==> config.mk <==
export PLATFORM = sky130hd
export DESIGN_NAME = ctr_top
export DESIGN_NICKNAME = d
export VERILOG_FILES = /design/src/ctr_pkg.sv /design/src/ctr_top.sv
export SDC_FILE = /design/constraint.sdc
export NUM_CORES = 2
export LEC_CHECK = 0
export ABC_AREA = 1
export BUFFER_PORTS_ARGS = -buffer_cell sky130_fd_sc_hd__buf_2
export CELL_PAD_IN_SITES_DETAIL_PLACEMENT = 1
export CELL_PAD_IN_SITES_GLOBAL_PLACEMENT = 2
export CORE_MARGIN = 2
export CORE_UTILIZATION = 32
export DETAILED_ROUTE_END_ITERATION = 8
export PLACE_DENSITY_LB_ADDON = 0.1
export SYNTH_ARGS = -nofsm -noshare
export SYNTH_HDL_FRONTEND = slang
export SYNTH_SLANG_ARGS = --single-unit
==> constraint.sdc <==
create_clock -name SYS_CLK -period 5.33 [get_ports SYS_CLK]
set_clock_uncertainty 0.2 [all_clocks]
set_input_delay 0.2665 -clock SYS_CLK [delete_from_list [all_inputs] [get_ports SYS_CLK]]
set_output_delay 0.2665 -clock SYS_CLK [all_outputs]
set_load 0.05 [all_outputs]
==> src/ctr_pkg.sv <==
// Shared constants and types for the eight-channel counter timing block.
// Assumes one 50 MHz system clock and a word-indexed register port.
package ctr_pkg;
  // ==========================================================
  // Sizes and timing.
  localparam int NCTR       = 8;
  localparam int CNT_W      = 32;
  localparam int DW         = 32;
  localparam int AW         = 8;
  localparam int TL         = 8;
  localparam int CLK_HZ     = 50_000_000;
  localparam int CLK_NS     = 20;
  localparam int TSO_MAX_NS = 26;
  localparam int TSO_CYC    = (TSO_MAX_NS / CLK_NS < 1) ? 1 :
                              TSO_MAX_NS / CLK_NS;
  localparam int MID_HZ     = 20_000_000;
  localparam int SLOW_HZ    = 100_000;
  localparam int REF_HZ     = 10_000_000;
  localparam int SLOW_DIV   = CLK_HZ / SLOW_HZ;
  localparam int MID_NUM    = MID_HZ / REF_HZ;
  localparam int MID_DEN    = CLK_HZ / REF_HZ;
  localparam int REF_TO_NS  = 1000;
  localparam int REF_TO_CYC = REF_TO_NS / CLK_NS;
  localparam int TB_LINE    = 7;
  localparam int STAR_LINE  = 6;
  // ==========================================================
  // Synchronised pin vector layout.
  localparam int P_SRC  = 0;
  localparam int P_GATE = NCTR;
  localparam int P_AUX  = 2 * NCTR;
  localparam int P_TRIG = 3 * NCTR;
  localparam int P_ARM  = P_TRIG + TL;
  localparam int P_REF  = P_ARM + 1;
  localparam int P_STAR = P_ARM + 2;
  localparam int PIN_W  = P_ARM + 3;
  // ==========================================================
  // Register map and fields.
  localparam logic [1:0]    R_CTRL   = 2'h0;
  localparam logic [1:0]    R_COUNT  = 2'h1;
  localparam logic [1:0]    R_LATCH  = 2'h2;
  localparam logic [1:0]    R_STAT   = 2'h3;
  localparam int            R_STRIDE = 4;
  localparam logic [AW-1:0] R_GCTRL  = 8'h80;
  localparam logic [AW-1:0] R_GSTAT  = 8'h81;
  localparam logic [DW-1:0] CTRL_MSK = 32'h0FFF_FFFF;
  localparam int F_SRC = 0, F_FALL = 2, F_GLVL = 3, F_GACT = 4;
  localparam int F_ALVL = 6, F_AACT = 7, F_ADIR = 9, F_UP = 10;
  localparam int F_TOG = 11, F_INV = 12, F_OEN = 13, F_GEXP = 14;
  localparam int F_HWARM = 15, F_ALINE = 16, F_AEXT = 19;
  localparam int F_GPATH = 20, F_APATH = 22, F_TLINE = 24;
  localparam int F_CONT = 27, F_ARM = 30, F_DISARM = 31;
  localparam int S_TC = 0, S_GEVT = 1, S_AEVT = 2, S_LAT = 3;
  localparam int S_RUN = 4, S_ARMED = 5;
  localparam int G_TB7 = 0, G_LOCK = 1, G_MOD = 2;
  localparam int GS_REF = 0, GS_LOCK = 1;
  localparam logic [2:0] G_RST = 3'h2;
  // ==========================================================
  // Mode encodings.
  typedef enum logic [1:0] {
    SRC_FIELD = 2'b00, SRC_MID = 2'b01, SRC_SLOW = 2'b10, SRC_PAIR = 2'b11
  } src_t;
  typedef enum logic [1:0] {
    ACT_NONE = 2'b00, ACT_RUN = 2'b01, ACT_EVT = 2'b10, ACT_LAT = 2'b11
  } act_t;
  typedef enum logic [1:0] {
    PATH_FIELD = 2'b00, PATH_PAIR = 2'b01, PATH_TRIG = 2'b10,
    PATH_OFF = 2'b11
  } path_t;
  typedef enum logic [1:0] {
    ST_IDLE = 2'b00, ST_ARMED = 2'b01, ST_RUN = 2'b10
  } run_t;
endpackage

==> src/ctr_top.sv <==
// Eight counter channels in fixed pairs, timebases and trigger bus clock.
// Assumes field pins and trigger lines are asynchronous to SYS_CLK.
`timescale 1ns/100ps
`default_nettype none
// Function
// - Counter output changes within 26 ns of the detected source edge.
// - Pulse mode pulses one source period before toggle mode flips.
// - No path drives the count source out to the connector.
// - Gate works by edge or level; starts, stops, flags or latches.
// - Selected gate exports to its default line; undriven after reset.
// - Aux acts like gate and can also set count direction.
// - Terminal count on rollover; the output follows it.
// - Software picks pulse or toggle output on terminal count.
// - Output polarity selectable; output undriven until enabled.
// - Arm by software or shared hardware trigger; shared starts together.
// - Counters pair 0-1, 2-3, 4-5, 6-7 for direct links.
// - Timebases always come from the local clock.
// - Only the mid-rate timebase may drive trigger line seven.
// - Trigger line seven is undriven after reset.
// - Chassis variant locks the top timebase to the 10 MHz reference.
// - Locking on after reset, software can stop it, drops without ref.
// - Chassis variant maps trigger line six to the star trigger.
// - Results read by software; finite or continuous measurement.
// - Source counts on chosen edge, up or down.
// - Internal 100 kHz and 20 MHz timebases selectable as source.
module ctr_top (
  // Clock, reset and enable.
  input  wire logic                   SYS_CLK,
  input  wire logic                   SRST,
  input  wire logic                   CE,
  // Register port.
  input  wire logic [ctr_pkg::AW-1:0] ADDR,
  input  wire logic [ctr_pkg::DW-1:0] WR_DATA,
  input  wire logic                   WR_EN,
  input  wire logic                   RD_EN,
  output logic      [ctr_pkg::DW-1:0] RD_DATA,
  // Field inputs, per counter, and the shared arm input.
  input  wire logic [ctr_pkg::NCTR-1:0] SRC_IN,
  input  wire logic [ctr_pkg::NCTR-1:0] GATE_IN,
  input  wire logic [ctr_pkg::NCTR-1:0] AUX_IN,
  input  wire logic                     ARM_EXT_IN,
  // Trigger bus and backplane.
  input  wire logic [ctr_pkg::TL-1:0]   TRIG_IN,
  input  wire logic                     BP_REF_IN,
  input  wire logic                     STAR_IN,
  output logic                          TRIG7_OUT,
  output logic                          TRIG7_OE_N,
  // Counter and gate export pins.
  output logic      [ctr_pkg::NCTR-1:0] CTR_OUT,
  output logic      [ctr_pkg::NCTR-1:0] CTR_OE_N,
  output logic      [ctr_pkg::NCTR-1:0] GATE_EXP,
  output logic      [ctr_pkg::NCTR-1:0] GATE_EXP_OE_N,
  // Timebase status.
  output logic                          LOCKED
);
  localparam int N = ctr_pkg::NCTR;
  localparam int CW = ctr_pkg::CNT_W;
  localparam int TSO_D = ctr_pkg::TSO_CYC;

  // ==========================================================
  // State.
  typedef struct packed {
    logic [ctr_pkg::PIN_W-1:0] s1;
    logic [ctr_pkg::PIN_W-1:0] s2;
    logic [ctr_pkg::PIN_W-1:0] s3;
    logic [N-1:0][ctr_pkg::DW-1:0] ctrl;
    logic [N-1:0][CW-1:0] cnt;
    logic [N-1:0][CW-1:0] lat;
    ctr_pkg::run_t [N-1:0] run;
    logic [N-1:0] g_prev, a_prev, g_on, a_on, tog, tcp;
    logic [N-1:0] e_tc, e_g, e_a, latched;
    logic [N-1:0] out, out_oe_n, gexp, gexp_oe_n;
    logic [2:0] gctrl;
    logic [2:0] mid_acc;
    logic mid_tick, mid_lvl, slow_tick;
    logic [15:0] slow_cnt;
    logic [7:0] ref_age;
    logic locked, t7, t7_oe_n;
    logic [ctr_pkg::DW-1:0] rd;
  } state_t;

  state_t st_ff, nxt_st;
  logic [ctr_pkg::PIN_W-1:0] pins;
  logic [N-1:0] step_v, roll_v, grise_v, arm_v;

  // Address of register k of counter i.
  function automatic logic [ctr_pkg::AW-1:0] raddr(input int i,
                                                   input logic [1:0] k);
    raddr = ctr_pkg::AW'(i * ctr_pkg::R_STRIDE) | {6'h00, k};
  endfunction
  // Whether a control or action is met by the selected signal.
  function automatic logic acts(input logic lvl_mode, input logic lv,
                                input logic rise);
    acts = lvl_mode ? lv : rise;
  endfunction
  // Start/stop permission of a gate-like input.
  function automatic logic run_ok(input logic [1:0] act,
                                  input logic lvl_mode, input logic lv,
                                  input logic on);
    if (act == ctr_pkg::ACT_RUN) begin
      run_ok = lvl_mode ? lv : on;
    end else begin
      run_ok = 1'b1;
    end
  endfunction
  // Selected gate or aux level over the pair link or trigger bus.
  function automatic logic pick(input logic [1:0] path, input logic fld,
                                input logic pair, input logic trg);
    unique case (ctr_pkg::path_t'(path))
      ctr_pkg::PATH_FIELD: pick = fld;
      ctr_pkg::PATH_PAIR:  pick = pair;
      ctr_pkg::PATH_TRIG:  pick = trg;
      ctr_pkg::PATH_OFF:   pick = 1'b0;
    endcase
  endfunction

  // Inputs that cross from pins are gathered for synchronisation.
  assign pins = {STAR_IN, BP_REF_IN, ARM_EXT_IN, TRIG_IN, AUX_IN,
                 GATE_IN, SRC_IN};
  // ==========================================================
  // Next-state logic.
  // Computes timebases, every counter channel and the register port.
  always_comb begin
    logic [ctr_pkg::PIN_W-1:0] lv, rise;
    logic [ctr_pkg::TL-1:0] tlv, trise;
    logic [ctr_pkg::DW-1:0] c;
    logic [CW-1:0] term, ncnt;
    logic sedge, glv, alv, grise, arise, up, step, roll, armt, swarm;
    logic present, lock;
    int p;
    nxt_st = st_ff;
    lv = st_ff.s2;
    rise = st_ff.s2 & ~st_ff.s3;
    step_v = '0;
    roll_v = '0;
    grise_v = '0;
    arm_v = '0;
    {c, term, ncnt} = '0;
    {sedge, glv, alv, grise, arise, up, step, roll, armt, swarm} = '0;
    {present, lock} = 2'h0;
    p = 0;
    // Two-stage synchronisers, third stage for edge detection.
    nxt_st.s1 = pins;
    nxt_st.s2 = st_ff.s1;
    nxt_st.s3 = st_ff.s2;
    nxt_st.rd = '0;
    tlv = lv[ctr_pkg::P_TRIG +: ctr_pkg::TL];
    trise = rise[ctr_pkg::P_TRIG +: ctr_pkg::TL];
    // Line six carries the star trigger in the chassis variant.
    if (st_ff.gctrl[ctr_pkg::G_MOD]) begin
      tlv[ctr_pkg::STAR_LINE] = lv[ctr_pkg::P_STAR];
      trise[ctr_pkg::STAR_LINE] = rise[ctr_pkg::P_STAR];
    end
    // Reference presence watchdog and lock qualification.
    if (rise[ctr_pkg::P_REF]) begin
      nxt_st.ref_age = '0;
    end else if (st_ff.ref_age < 8'(ctr_pkg::REF_TO_CYC)) begin
      nxt_st.ref_age = st_ff.ref_age + 8'h01;
    end
    present = st_ff.ref_age < 8'(ctr_pkg::REF_TO_CYC);
    lock = st_ff.gctrl[ctr_pkg::G_LOCK] & st_ff.gctrl[ctr_pkg::G_MOD]
           & present;
    nxt_st.locked = lock;
    // Mid-rate tick from the local clock; the reference only aligns phase.
    if (lock && rise[ctr_pkg::P_REF]) begin
      nxt_st.mid_acc = '0;
      nxt_st.mid_tick = 1'b1;
    end else if (st_ff.mid_acc + 3'(ctr_pkg::MID_NUM)
                 >= 3'(ctr_pkg::MID_DEN)) begin
      nxt_st.mid_acc = st_ff.mid_acc + 3'(ctr_pkg::MID_NUM)
                       - 3'(ctr_pkg::MID_DEN);
      nxt_st.mid_tick = 1'b1;
    end else begin
      nxt_st.mid_acc = st_ff.mid_acc + 3'(ctr_pkg::MID_NUM);
      nxt_st.mid_tick = 1'b0;
    end
    nxt_st.mid_lvl = st_ff.mid_lvl ^ st_ff.mid_tick;
    // Slow timebase divider.
    nxt_st.slow_tick = (st_ff.slow_cnt == 16'(ctr_pkg::SLOW_DIV - 1));
    nxt_st.slow_cnt = nxt_st.slow_tick ? '0 : st_ff.slow_cnt + 16'h0001;
    // Only the mid-rate level can reach trigger line seven.
    nxt_st.t7 = st_ff.mid_lvl;
    nxt_st.t7_oe_n = ~st_ff.gctrl[ctr_pkg::G_TB7];
    // Counter channels.
    for (int i = 0; i < N; i++) begin
      p = i ^ 1;
      c = st_ff.ctrl[i];
      unique case (ctr_pkg::src_t'(c[ctr_pkg::F_SRC +: 2]))
        ctr_pkg::SRC_FIELD: sedge = c[ctr_pkg::F_FALL] ?
          (~lv[ctr_pkg::P_SRC + i] & st_ff.s3[ctr_pkg::P_SRC + i]) :
          rise[ctr_pkg::P_SRC + i];
        ctr_pkg::SRC_MID:   sedge = st_ff.mid_tick;
        ctr_pkg::SRC_SLOW:  sedge = st_ff.slow_tick;
        ctr_pkg::SRC_PAIR:  sedge = st_ff.tcp[p];
      endcase
      glv = pick(c[ctr_pkg::F_GPATH +: 2], lv[ctr_pkg::P_GATE + i],
                 st_ff.out[p], tlv[c[ctr_pkg::F_TLINE +: 3]]);
      alv = pick(c[ctr_pkg::F_APATH +: 2], lv[ctr_pkg::P_AUX + i],
                 st_ff.out[p], tlv[c[ctr_pkg::F_TLINE +: 3]]);
      grise = glv & ~st_ff.g_prev[i];
      arise = alv & ~st_ff.a_prev[i];
      nxt_st.g_prev[i] = glv;
      nxt_st.a_prev[i] = alv;
      // Edge-mode start/stop toggles the permission.
      if (c[ctr_pkg::F_GACT +: 2] == ctr_pkg::ACT_RUN && grise) begin
        nxt_st.g_on[i] = ~st_ff.g_on[i];
      end
      if (c[ctr_pkg::F_AACT +: 2] == ctr_pkg::ACT_RUN && arise) begin
        nxt_st.a_on[i] = ~st_ff.a_on[i];
      end
      up = c[ctr_pkg::F_ADIR] ? alv : c[ctr_pkg::F_UP];
      term = up ? {CW{1'b1}} : {CW{1'b0}};
      // Arm by software or by the shared hardware trigger.
      swarm = WR_EN && ADDR == raddr(i, ctr_pkg::R_CTRL)
              && WR_DATA[ctr_pkg::F_ARM];
      armt = c[ctr_pkg::F_AEXT] ? rise[ctr_pkg::P_ARM] :
             trise[c[ctr_pkg::F_ALINE +: 3]];
      step = st_ff.run[i] == ctr_pkg::ST_RUN && sedge
             && run_ok(c[ctr_pkg::F_GACT +: 2], c[ctr_pkg::F_GLVL], glv,
                       st_ff.g_on[i])
             && run_ok(c[ctr_pkg::F_AACT +: 2], c[ctr_pkg::F_ALVL], alv,
                       st_ff.a_on[i]);
      roll = step && st_ff.cnt[i] == term;
      ncnt = step ? (up ? st_ff.cnt[i] + 1'b1 : st_ff.cnt[i] - 1'b1) :
             st_ff.cnt[i];
      step_v[i] = step;
      roll_v[i] = roll;
      grise_v[i] = grise;
      arm_v[i] = armt;
      unique case (st_ff.run[i])
        ctr_pkg::ST_IDLE: if (swarm) begin
          nxt_st.run[i] = c[ctr_pkg::F_HWARM] ? ctr_pkg::ST_ARMED :
                          ctr_pkg::ST_RUN;
          nxt_st.g_on[i] = 1'b0;
          nxt_st.a_on[i] = 1'b0;
        end
        ctr_pkg::ST_ARMED: if (armt) begin
          nxt_st.run[i] = ctr_pkg::ST_RUN;
        end
        ctr_pkg::ST_RUN: if (roll && !c[ctr_pkg::F_CONT]) begin
          nxt_st.run[i] = ctr_pkg::ST_IDLE;
        end
        default: nxt_st.run[i] = ctr_pkg::ST_IDLE;
      endcase
      if (WR_EN && ADDR == raddr(i, ctr_pkg::R_CTRL)
          && WR_DATA[ctr_pkg::F_DISARM]) begin
        nxt_st.run[i] = ctr_pkg::ST_IDLE;
      end
      nxt_st.cnt[i] = ncnt;
      nxt_st.tog[i] = st_ff.tog[i] ^ roll;
      nxt_st.tcp[i] = roll;
      // Pulse while at terminal value; toggle flips at the rollover.
      nxt_st.out[i] = c[ctr_pkg::F_INV] ^ (c[ctr_pkg::F_TOG] ?
        (st_ff.tog[i] ^ roll) :
        (nxt_st.run[i] == ctr_pkg::ST_RUN && ncnt == term));
      nxt_st.out_oe_n[i] = ~c[ctr_pkg::F_OEN];
      // Gate export carries the selected gate, never the count source.
      nxt_st.gexp[i] = glv;
      nxt_st.gexp_oe_n[i] = ~c[ctr_pkg::F_GEXP];
      // Register reads and writes, sticky flags with set priority.
      if (RD_EN && ADDR == raddr(i, ctr_pkg::R_LATCH)) begin
        nxt_st.latched[i] = 1'b0;
      end
      if (WR_EN && ADDR == raddr(i, ctr_pkg::R_STAT)) begin
        nxt_st.e_tc[i] = st_ff.e_tc[i] & ~WR_DATA[ctr_pkg::S_TC];
        nxt_st.e_g[i] = st_ff.e_g[i] & ~WR_DATA[ctr_pkg::S_GEVT];
        nxt_st.e_a[i] = st_ff.e_a[i] & ~WR_DATA[ctr_pkg::S_AEVT];
      end
      if (roll) begin
        nxt_st.e_tc[i] = 1'b1;
      end
      if (c[ctr_pkg::F_GACT +: 2] == ctr_pkg::ACT_EVT
          && acts(c[ctr_pkg::F_GLVL], glv, grise)) begin
        nxt_st.e_g[i] = 1'b1;
      end
      if (c[ctr_pkg::F_AACT +: 2] == ctr_pkg::ACT_EVT
          && acts(c[ctr_pkg::F_ALVL], alv, arise)) begin
        nxt_st.e_a[i] = 1'b1;
      end
      if ((c[ctr_pkg::F_GACT +: 2] == ctr_pkg::ACT_LAT
           && acts(c[ctr_pkg::F_GLVL], glv, grise))
          || (c[ctr_pkg::F_AACT +: 2] == ctr_pkg::ACT_LAT
           && acts(c[ctr_pkg::F_ALVL], alv, arise))) begin
        nxt_st.lat[i] = st_ff.cnt[i];
        nxt_st.latched[i] = 1'b1;
      end
      if (WR_EN && ADDR == raddr(i, ctr_pkg::R_CTRL)) begin
        nxt_st.ctrl[i] = WR_DATA & ctr_pkg::CTRL_MSK;
      end
      if (WR_EN && ADDR == raddr(i, ctr_pkg::R_COUNT)) begin
        nxt_st.cnt[i] = WR_DATA;
      end
      if (RD_EN && ADDR == raddr(i, ctr_pkg::R_CTRL)) begin
        nxt_st.rd = c;
      end
      if (RD_EN && ADDR == raddr(i, ctr_pkg::R_COUNT)) begin
        nxt_st.rd = st_ff.cnt[i];
      end
      if (RD_EN && ADDR == raddr(i, ctr_pkg::R_LATCH)) begin
        nxt_st.rd = st_ff.lat[i];
      end
      if (RD_EN && ADDR == raddr(i, ctr_pkg::R_STAT)) begin
        nxt_st.rd[ctr_pkg::S_TC] = st_ff.e_tc[i];
        nxt_st.rd[ctr_pkg::S_GEVT] = st_ff.e_g[i];
        nxt_st.rd[ctr_pkg::S_AEVT] = st_ff.e_a[i];
        nxt_st.rd[ctr_pkg::S_LAT] = st_ff.latched[i];
        nxt_st.rd[ctr_pkg::S_RUN] = st_ff.run[i] == ctr_pkg::ST_RUN;
        nxt_st.rd[ctr_pkg::S_ARMED] = st_ff.run[i] == ctr_pkg::ST_ARMED;
      end
    end
    // Global control and status.
    if (WR_EN && ADDR == ctr_pkg::R_GCTRL) begin
      nxt_st.gctrl = WR_DATA[2:0];
    end
    if (RD_EN && ADDR == ctr_pkg::R_GCTRL) begin
      nxt_st.rd[2:0] = st_ff.gctrl;
    end
    if (RD_EN && ADDR == ctr_pkg::R_GSTAT) begin
      nxt_st.rd[ctr_pkg::GS_REF] = present;
      nxt_st.rd[ctr_pkg::GS_LOCK] = st_ff.locked;
    end
  end

  // ==========================================================
  // State register with synchronous reset and clock enable.
  always_ff @(posedge SYS_CLK) begin
    if (SRST) begin
      st_ff <= '0;
      st_ff.out_oe_n <= '1;
      st_ff.gexp_oe_n <= '1;
      st_ff.t7_oe_n <= 1'b1;
      st_ff.gctrl <= ctr_pkg::G_RST;
      st_ff.ref_age <= 8'(ctr_pkg::REF_TO_CYC);
    end else if (CE) begin
      st_ff <= nxt_st;
    end
  end

  // Outputs straight from the state register.
  assign RD_DATA = st_ff.rd;
  assign TRIG7_OUT = st_ff.t7;
  assign TRIG7_OE_N = st_ff.t7_oe_n;
  assign CTR_OUT = st_ff.out;
  assign CTR_OE_N = st_ff.out_oe_n;
  assign GATE_EXP = st_ff.gexp;
  assign GATE_EXP_OE_N = st_ff.gexp_oe_n;
  assign LOCKED = st_ff.locked;
endmodule
`default_nettype wire

# After elaboration in Yosys (flattened, before gate mapping)

Index checks and enable logic that the tools add are counted.

Add/subtract/negate cells: 20
Magnitude comparators: 18
Equal/unequal tests: 194
Muxes and demuxes: 369
Bitwise gates (word level): 129
Reduce and logical (&&, ||, !) cells: 304

Operator list:

| cell                    | number |
|---|---|
| $mux W32                | 55 |
| $eq A32 B32 Y1          | 16 |
| $add A32 B1 Y32 const B | 8 |
| $sub A32 B1 Y32 const B | 8 |
| $mux W1                 | 210 |
| $eq A2 B2 Y1 const B    | 96 |
| $logic_and A1 B1 Y1     | 172 |
| $eq A8 B5 Y1 const B    | 16 |
| $reduce_and A2 Y1       | 50 |
| $eq A2 B1 Y1 const B    | 48 |
| $pmux W1 S4             | 24 |
| $mux W2                 | 41 |
| $reduce_bool A2 Y1      | 33 |
| $eq A8 B4 Y1 const B    | 8 |
| $logic_not A2 Y1        | 32 |
| $lt A3 B4 Y1 const B    | 16 |
| $not A1 Y1              | 60 |
| $and A1 B1 Y1           | 50 |
| $bmux W1 S3             | 16 |
| $mux W6                 | 8 |
| $pmux W2 S3             | 8 |
| $and A35 B35 Y35        | 1 |
| $not A35 Y35            | 1 |
| $eq A8 B3 Y1 const B    | 4 |
| other kinds (19)        | 53 |

Register bits after elaboration: 1029
Bits of input ports: 80
Output and inout port bits: 67

# Logic depth before layout (Yosys ltp)

Depth in word-level cells: 36
Depth in mapped cells: 39
Depth with buffers taken out: 37

# Worst setup path after synthesis

No wires, ideal clock.

Path type: register -> register
From: register st_ff[67] in the netlist's numbering
To: register st_ff (netlist bit CTR_OUT[3])
Data arrival time: 4722 ps
Required time: 5021 ps
Path slack: 299 ps
Stages on the path, launching flop included: 34
Cell sequence: dfxtp_1 -> inv_2 -> nand2_1 -> nand2_2 -> o21ai_1 -> nand3_1 -> nand2_2 -> o21ai_2 -> nand2_1 -> nand2_1 -> o21ai_2 -> clkbuf_1 -> ha_1 -> nand2_1 -> inv_1 -> nand2_1 -> nand3_1 -> a21oi_1 -> inv_1 -> a21oi_1 -> o21ai_0 -> xor2_1 -> nand2_1 -> nand2_1 -> xor2_1 -> or2_2 -> nor2_1 -> nand2_1 -> nor2_1 -> nand3_1 -> nand3_1 -> nand3_1 -> nand2_1 -> inv_1

Longest elaborated chain between the ends: 17
Elaborated cells on any way between the ends: 32
Classes of those cells: eq/ne: 3; mux: 22; bitwise: 2; reduce/logical: 5

RTL lines:

| what                                              | RTL line       | RTL |
|---|---|---|
| from (decl)                                       | ctr_top.sv:82  | `state_t st_ff, nxt_st;` |
| from (signal assigned)                            | ctr_top.sv:335 | `st_ff <= nxt_st;` |
| branches (longest 15 deep; another with $mux W32) | --             |  |
| $mux W1 (*)                                       | ctr_top.sv:253 | `nxt_st.out[i] = c[ctr_pkg::F_INV] ^ (c[ctr_pkg::F_TOG] ?` |
| $xor A1 B1 Y1 (*)                                 | ctr_top.sv:253 |  |

Every way passes the cells marked *. The select of a mux whose other input is x is not followed.
A chain may end at the register's enable or synchronous reset.

# Worst setup path in the final report

From: register st_ff[766] in the netlist's numbering
To: register st_ff (netlist bit CTR_OUT[1])

Longest elaborated chain between the ends: 16
Elaborated cells on any way between the ends: 26
Classes of those cells: eq/ne: 3; mux: 16; bitwise: 2; reduce/logical: 5

RTL lines:

| what                                              | RTL line |
|---|---|
| $bmux W1 S3 (*)                                   | ctr_top.sv:197, ctr_top.sv:199 |
| $mux W1 (not written as such) (*)                 | ctr_top.sv:197, ctr_top.sv:199 |
| branches (longest 12 deep; another with $mux W32) | -- |
| $mux W1 (*)                                       | ctr_top.sv:253 |
| $xor A1 B1 Y1 (*)                                 | ctr_top.sv:253 |

Marked as above.

==> impl_metrics.yaml <==
layout:
  area_delta_synth_final_pct: 19.1
  finalNonFillerCells: 13700
  drive_gt1_frac: 0.121
  finalNetCount: 11100
synth:
  synth_compound_area_frac: 0.281
  netlist_instances: 10400
  ys_warn_count: 0
  synthMuxAreaShare: 0.000899
  synth-xor-area-share: 0.0271
  synth_area_mm2: 0.0668
  synthSimpleGateAreaFrac: 0.248
  synth_top_family_by_area: "compound AO/OA/AOI/OAI gates"
  yosys_register_bits: 1013
  synth_nets: 10700
  synth_area_per_cell_um2: 6.45
  ys_seq_area_frac: 0.304
  synthAdderAreaFrac: 0.0483
  ys_types: 59
critical_path:
  r2r_start: "st_ff[766]"
  cp_common_cell: "nand2_1"
  r2r-end: "CTR_OUT[1]"
  critical_path.startpoint_type: "flop"
  reg2reg_slack_ns: 0.22
  required_ns: 5.82
  path_class: "flop to flop"
  crit_path_max_incr_delay_ns: 0.35
  cp_slowest_cell: "ha_1"
  end_kind: "flop"
  r2r_cells: 34
  cp.arrival_ns: 5.60
  crit_path_max_fanout: 15
place:
  io_buffers: 146
  dp_hpwl_mm: 286
  place_inst: 13300
  dp_worst_setup_slack_ns: -0.329
  gp_congestion: 0.972
timing:
  fin_crit_sh: 0.959
  slew-limit-headroom: 0.0973
  fin_crit_ns: 5.11
  setup_tns_ns: 0
  worst_pin_slew_ns: 1.34
  fin_hold_ws_ns: 0.0465
  max_freq_mhz: 196
  setup-violations-final: 0
  slew_violations: 0
  worst_slack_ns: 0.219
  hold_viol_final: 0
power:
  finalPower_w: 0.0208
  ir_worst_vdd_v: 0.000373
  leakagePower_nw: 33.7
  power_density_mw_per_mm2: 261
floorplanning:
  die_w_um: 461
  row_count: 167
  die-area_mm2: 0.212
  die_h_um: 461
  start_util: 0.322
  core_mm2: 0.207
  io_pins: 147
grt:
  grt_pass1_vias: 74600
  antenna_found_initial: 47
  grt_max_degree: 166
  grt_first_pass_wirelength_mm: 539
  grt-ovfl-total: 0
  grt_usage: 0.348
route:
  vias_per_cell: 5.66
  num_vias: 77300
  drt_iter0_markers: 7150
  route.detailed.drc: 0
  ant_nets: 0
  first_pass_iters: 6
  totalWireLength_mm: 382
  wire_per_inst_um: 28.0
clock_tree:
  clkTransAtPathRegs_ns: 0.06
  cts.sinks: 1013
  htreeDepth: 4
  root_buffer: "clkbuf_16"
  cts_tree: "yes"
  cts_buffers: 132
  cts_buffer_depth: 3
  clk_latency_ns: 0.82
worst_hold_path:
  min_to: "st_ff[570]"
  min_path_cells: 4
  hp-start: "WR_DATA[22]"
  hp-class: "input pin to flop"
flow_run:
  maxCapViolations: 0
run_status:
  status: "completed"
==> routing by layer <==
metal | global-route usage | routed length (um)
met5 | 0 | 146
met2 | 0.531 | 165000
met4 | 0.154 | 18100
met3 | 0.0525 | 24100
met1 | 0.482 | 174000
==> synthesized netlist by cell type (all sizes together) <==
master | n | share of area
o221ai | 4 | 0.00052
nand3b | 28 | 0.0031
a22o | 1 | 0.00013
and2 | 4 | 0.00037
o211a | 1 | 0.00015
a21o | 35 | 0.0039
o311ai | 5 | 0.00066
a221oi | 143 | 0.019
clkbuf | 441 | 0.025
xnor2 | 80 | 0.010
a311oi | 5 | 0.00066
a211oi | 208 | 0.023
buf | 172 | 0.017
a21boi | 16 | 0.0018
nor4 | 38 | 0.0037
a31oi | 29 | 0.0027
o32ai | 4 | 0.00052
mux2i | 6 | 0.00090
inv | 858 | 0.048
clkinv | 23 | 0.0013
xor2 | 127 | 0.017
nand3 | 357 | 0.027
a22oi | 4 | 0.00045
o21bai | 26 | 0.0030
nor3 | 93 | 0.0070
o22ai | 13 | 0.0012
o31ai | 14 | 0.0016
fa | 8 | 0.0024
nor2 | 1177 | 0.067
and3 | 2 | 0.00019
o2111ai | 43 | 0.0056
o21a | 22 | 0.0025
o21ai | 1440 | 0.11
ha | 245 | 0.046
o211ai | 90 | 0.010
nand4 | 129 | 0.012
a21oi | 1252 | 0.094
or2 | 63 | 0.0059
nor3b | 9 | 0.0010
dfxtp | 1013 | 0.30
nand2 | 2134 | 0.12
==> through the flow <==
stage | instance area (um2) | util
CTS | 78500 | 0.379
detailed placement | 73300 | 0.354
finish | 79600 | 0.384
global placement | 73300 | 0.354
floorplan | 66800 | -
global route | 79500 | 0.384
==> flip-flops by register name, summed over array words and instances (netlist names) <==
name / cells
RD_DATA: 32
LOCKED: 1
st_ff: 875
TRIG7_OE_N: 1
CTR_OE_N: 8
CTR_OUT: 8
TRIG7_OUT: 1
nxt_st: 71
GATE_EXP: 8
GATE_EXP_OE_N: 8
==> power breakdown <==
group          internal, W  total [W]  switching (W)
sequential         0.00770    0.00787       0.000167
combinational      0.00123    0.00387        0.00264
clock              0.00518    0.00907        0.00389
==> critical path, delay by kind of cell, from the launching register on <==
family | cells | cell delay [ns]
flip-flops | 1 | 0.33
XOR/XNOR | 1 | 0.18
AND/OR/NAND/NOR | 17 | 1.79
AO/OA/AOI/OAI | 7 | 1.05
buffers and inverters | 8 | 1.06
adder cells (fa/ha/maj) | 1 | 0.35
==> repair_timing <==
item | 4_1_cts | 5_1_grt
hold buffers | 81 | 0
pin swaps | 0 | 21
gates cloned | 3 | 4
resized for setup | 25 | 223
endpoints found under the setup margin | 7 | 10
endpoints found under the hold margin | 208 | 0
buffers inserted | 4 | 25
==> area by class of cell <==
| class | instances | area (um2) |
|---|---|---|
| tap | 2788 | 3490 |
| sequential | 1013 | 20300 |
| inverter | 881 | 3330 |
| fill | 26500 | 128000 |
| timing repair buffer | 863 | 6680 |
| antenna | 26 | 65.1 |
| clock buffer | 187 | 3810 |
| clock inverter | 35 | 382 |
| multi-input combinational | 7861 | 41500 |
==> cells by family (layout without fill, tap and decap cells) <==
logic type,after synthesis,count (layout)
compound gates,3355,3361
xor+xnor,207,207
fa+ha+maj,253,253
buf+inv,1494,1966
flops,1013,1013
mux,6,6
other cells,0,26
simple gates,4034,4034
==> placed cells by master, fill, tap and decap left out, types with 31 or more instances in the layout <==
master,Yosys,routed
o2111ai_1,43,43
o211ai_1,90,90
o21ai_0,1304,1255
a21oi_1,1251,1219
o21ai_1,106,136
a221oi_1,143,142
a21oi_2,1,32
nor2_2,2,31
nand2_1,2125,2101
nor3_1,92,84
nand4_1,129,129
nand3_1,356,344
a21o_1,35,35
dfxtp_1,1013,1007
ha_1,245,208
buf_4,76,604
dlygate4sd3_1,0,81
xnor2_1,80,79
or2_2,52,52
clkbuf_16,0,134
a211oi_1,208,206
buf_2,41,145
inv_1,834,830
o21ai_2,29,42
nor2_1,1167,1133
xor2_1,127,127
==> worst max path at each step <==
stage / start / to / slack [ns] / cells after the start
final: st_ff[766] / CTR_OUT[1] / 0.22 / 34
after global routing: st_ff[67] / CTR_OUT[6] / -0.05 / 34
after CTS: st_ff[67] / CTR_OUT[6] / 0.0006 / 33
after detailed placement: st_ff[67] / CTR_OUT[7] / -0.33 / 32
after global placement: st_ff[67] / CTR_OUT[7] / -0.22 / 32
after floorplan: st_ff[67] / CTR_OUT[3] / 0.30 / 33
Power figures use the tool's default switching activity.
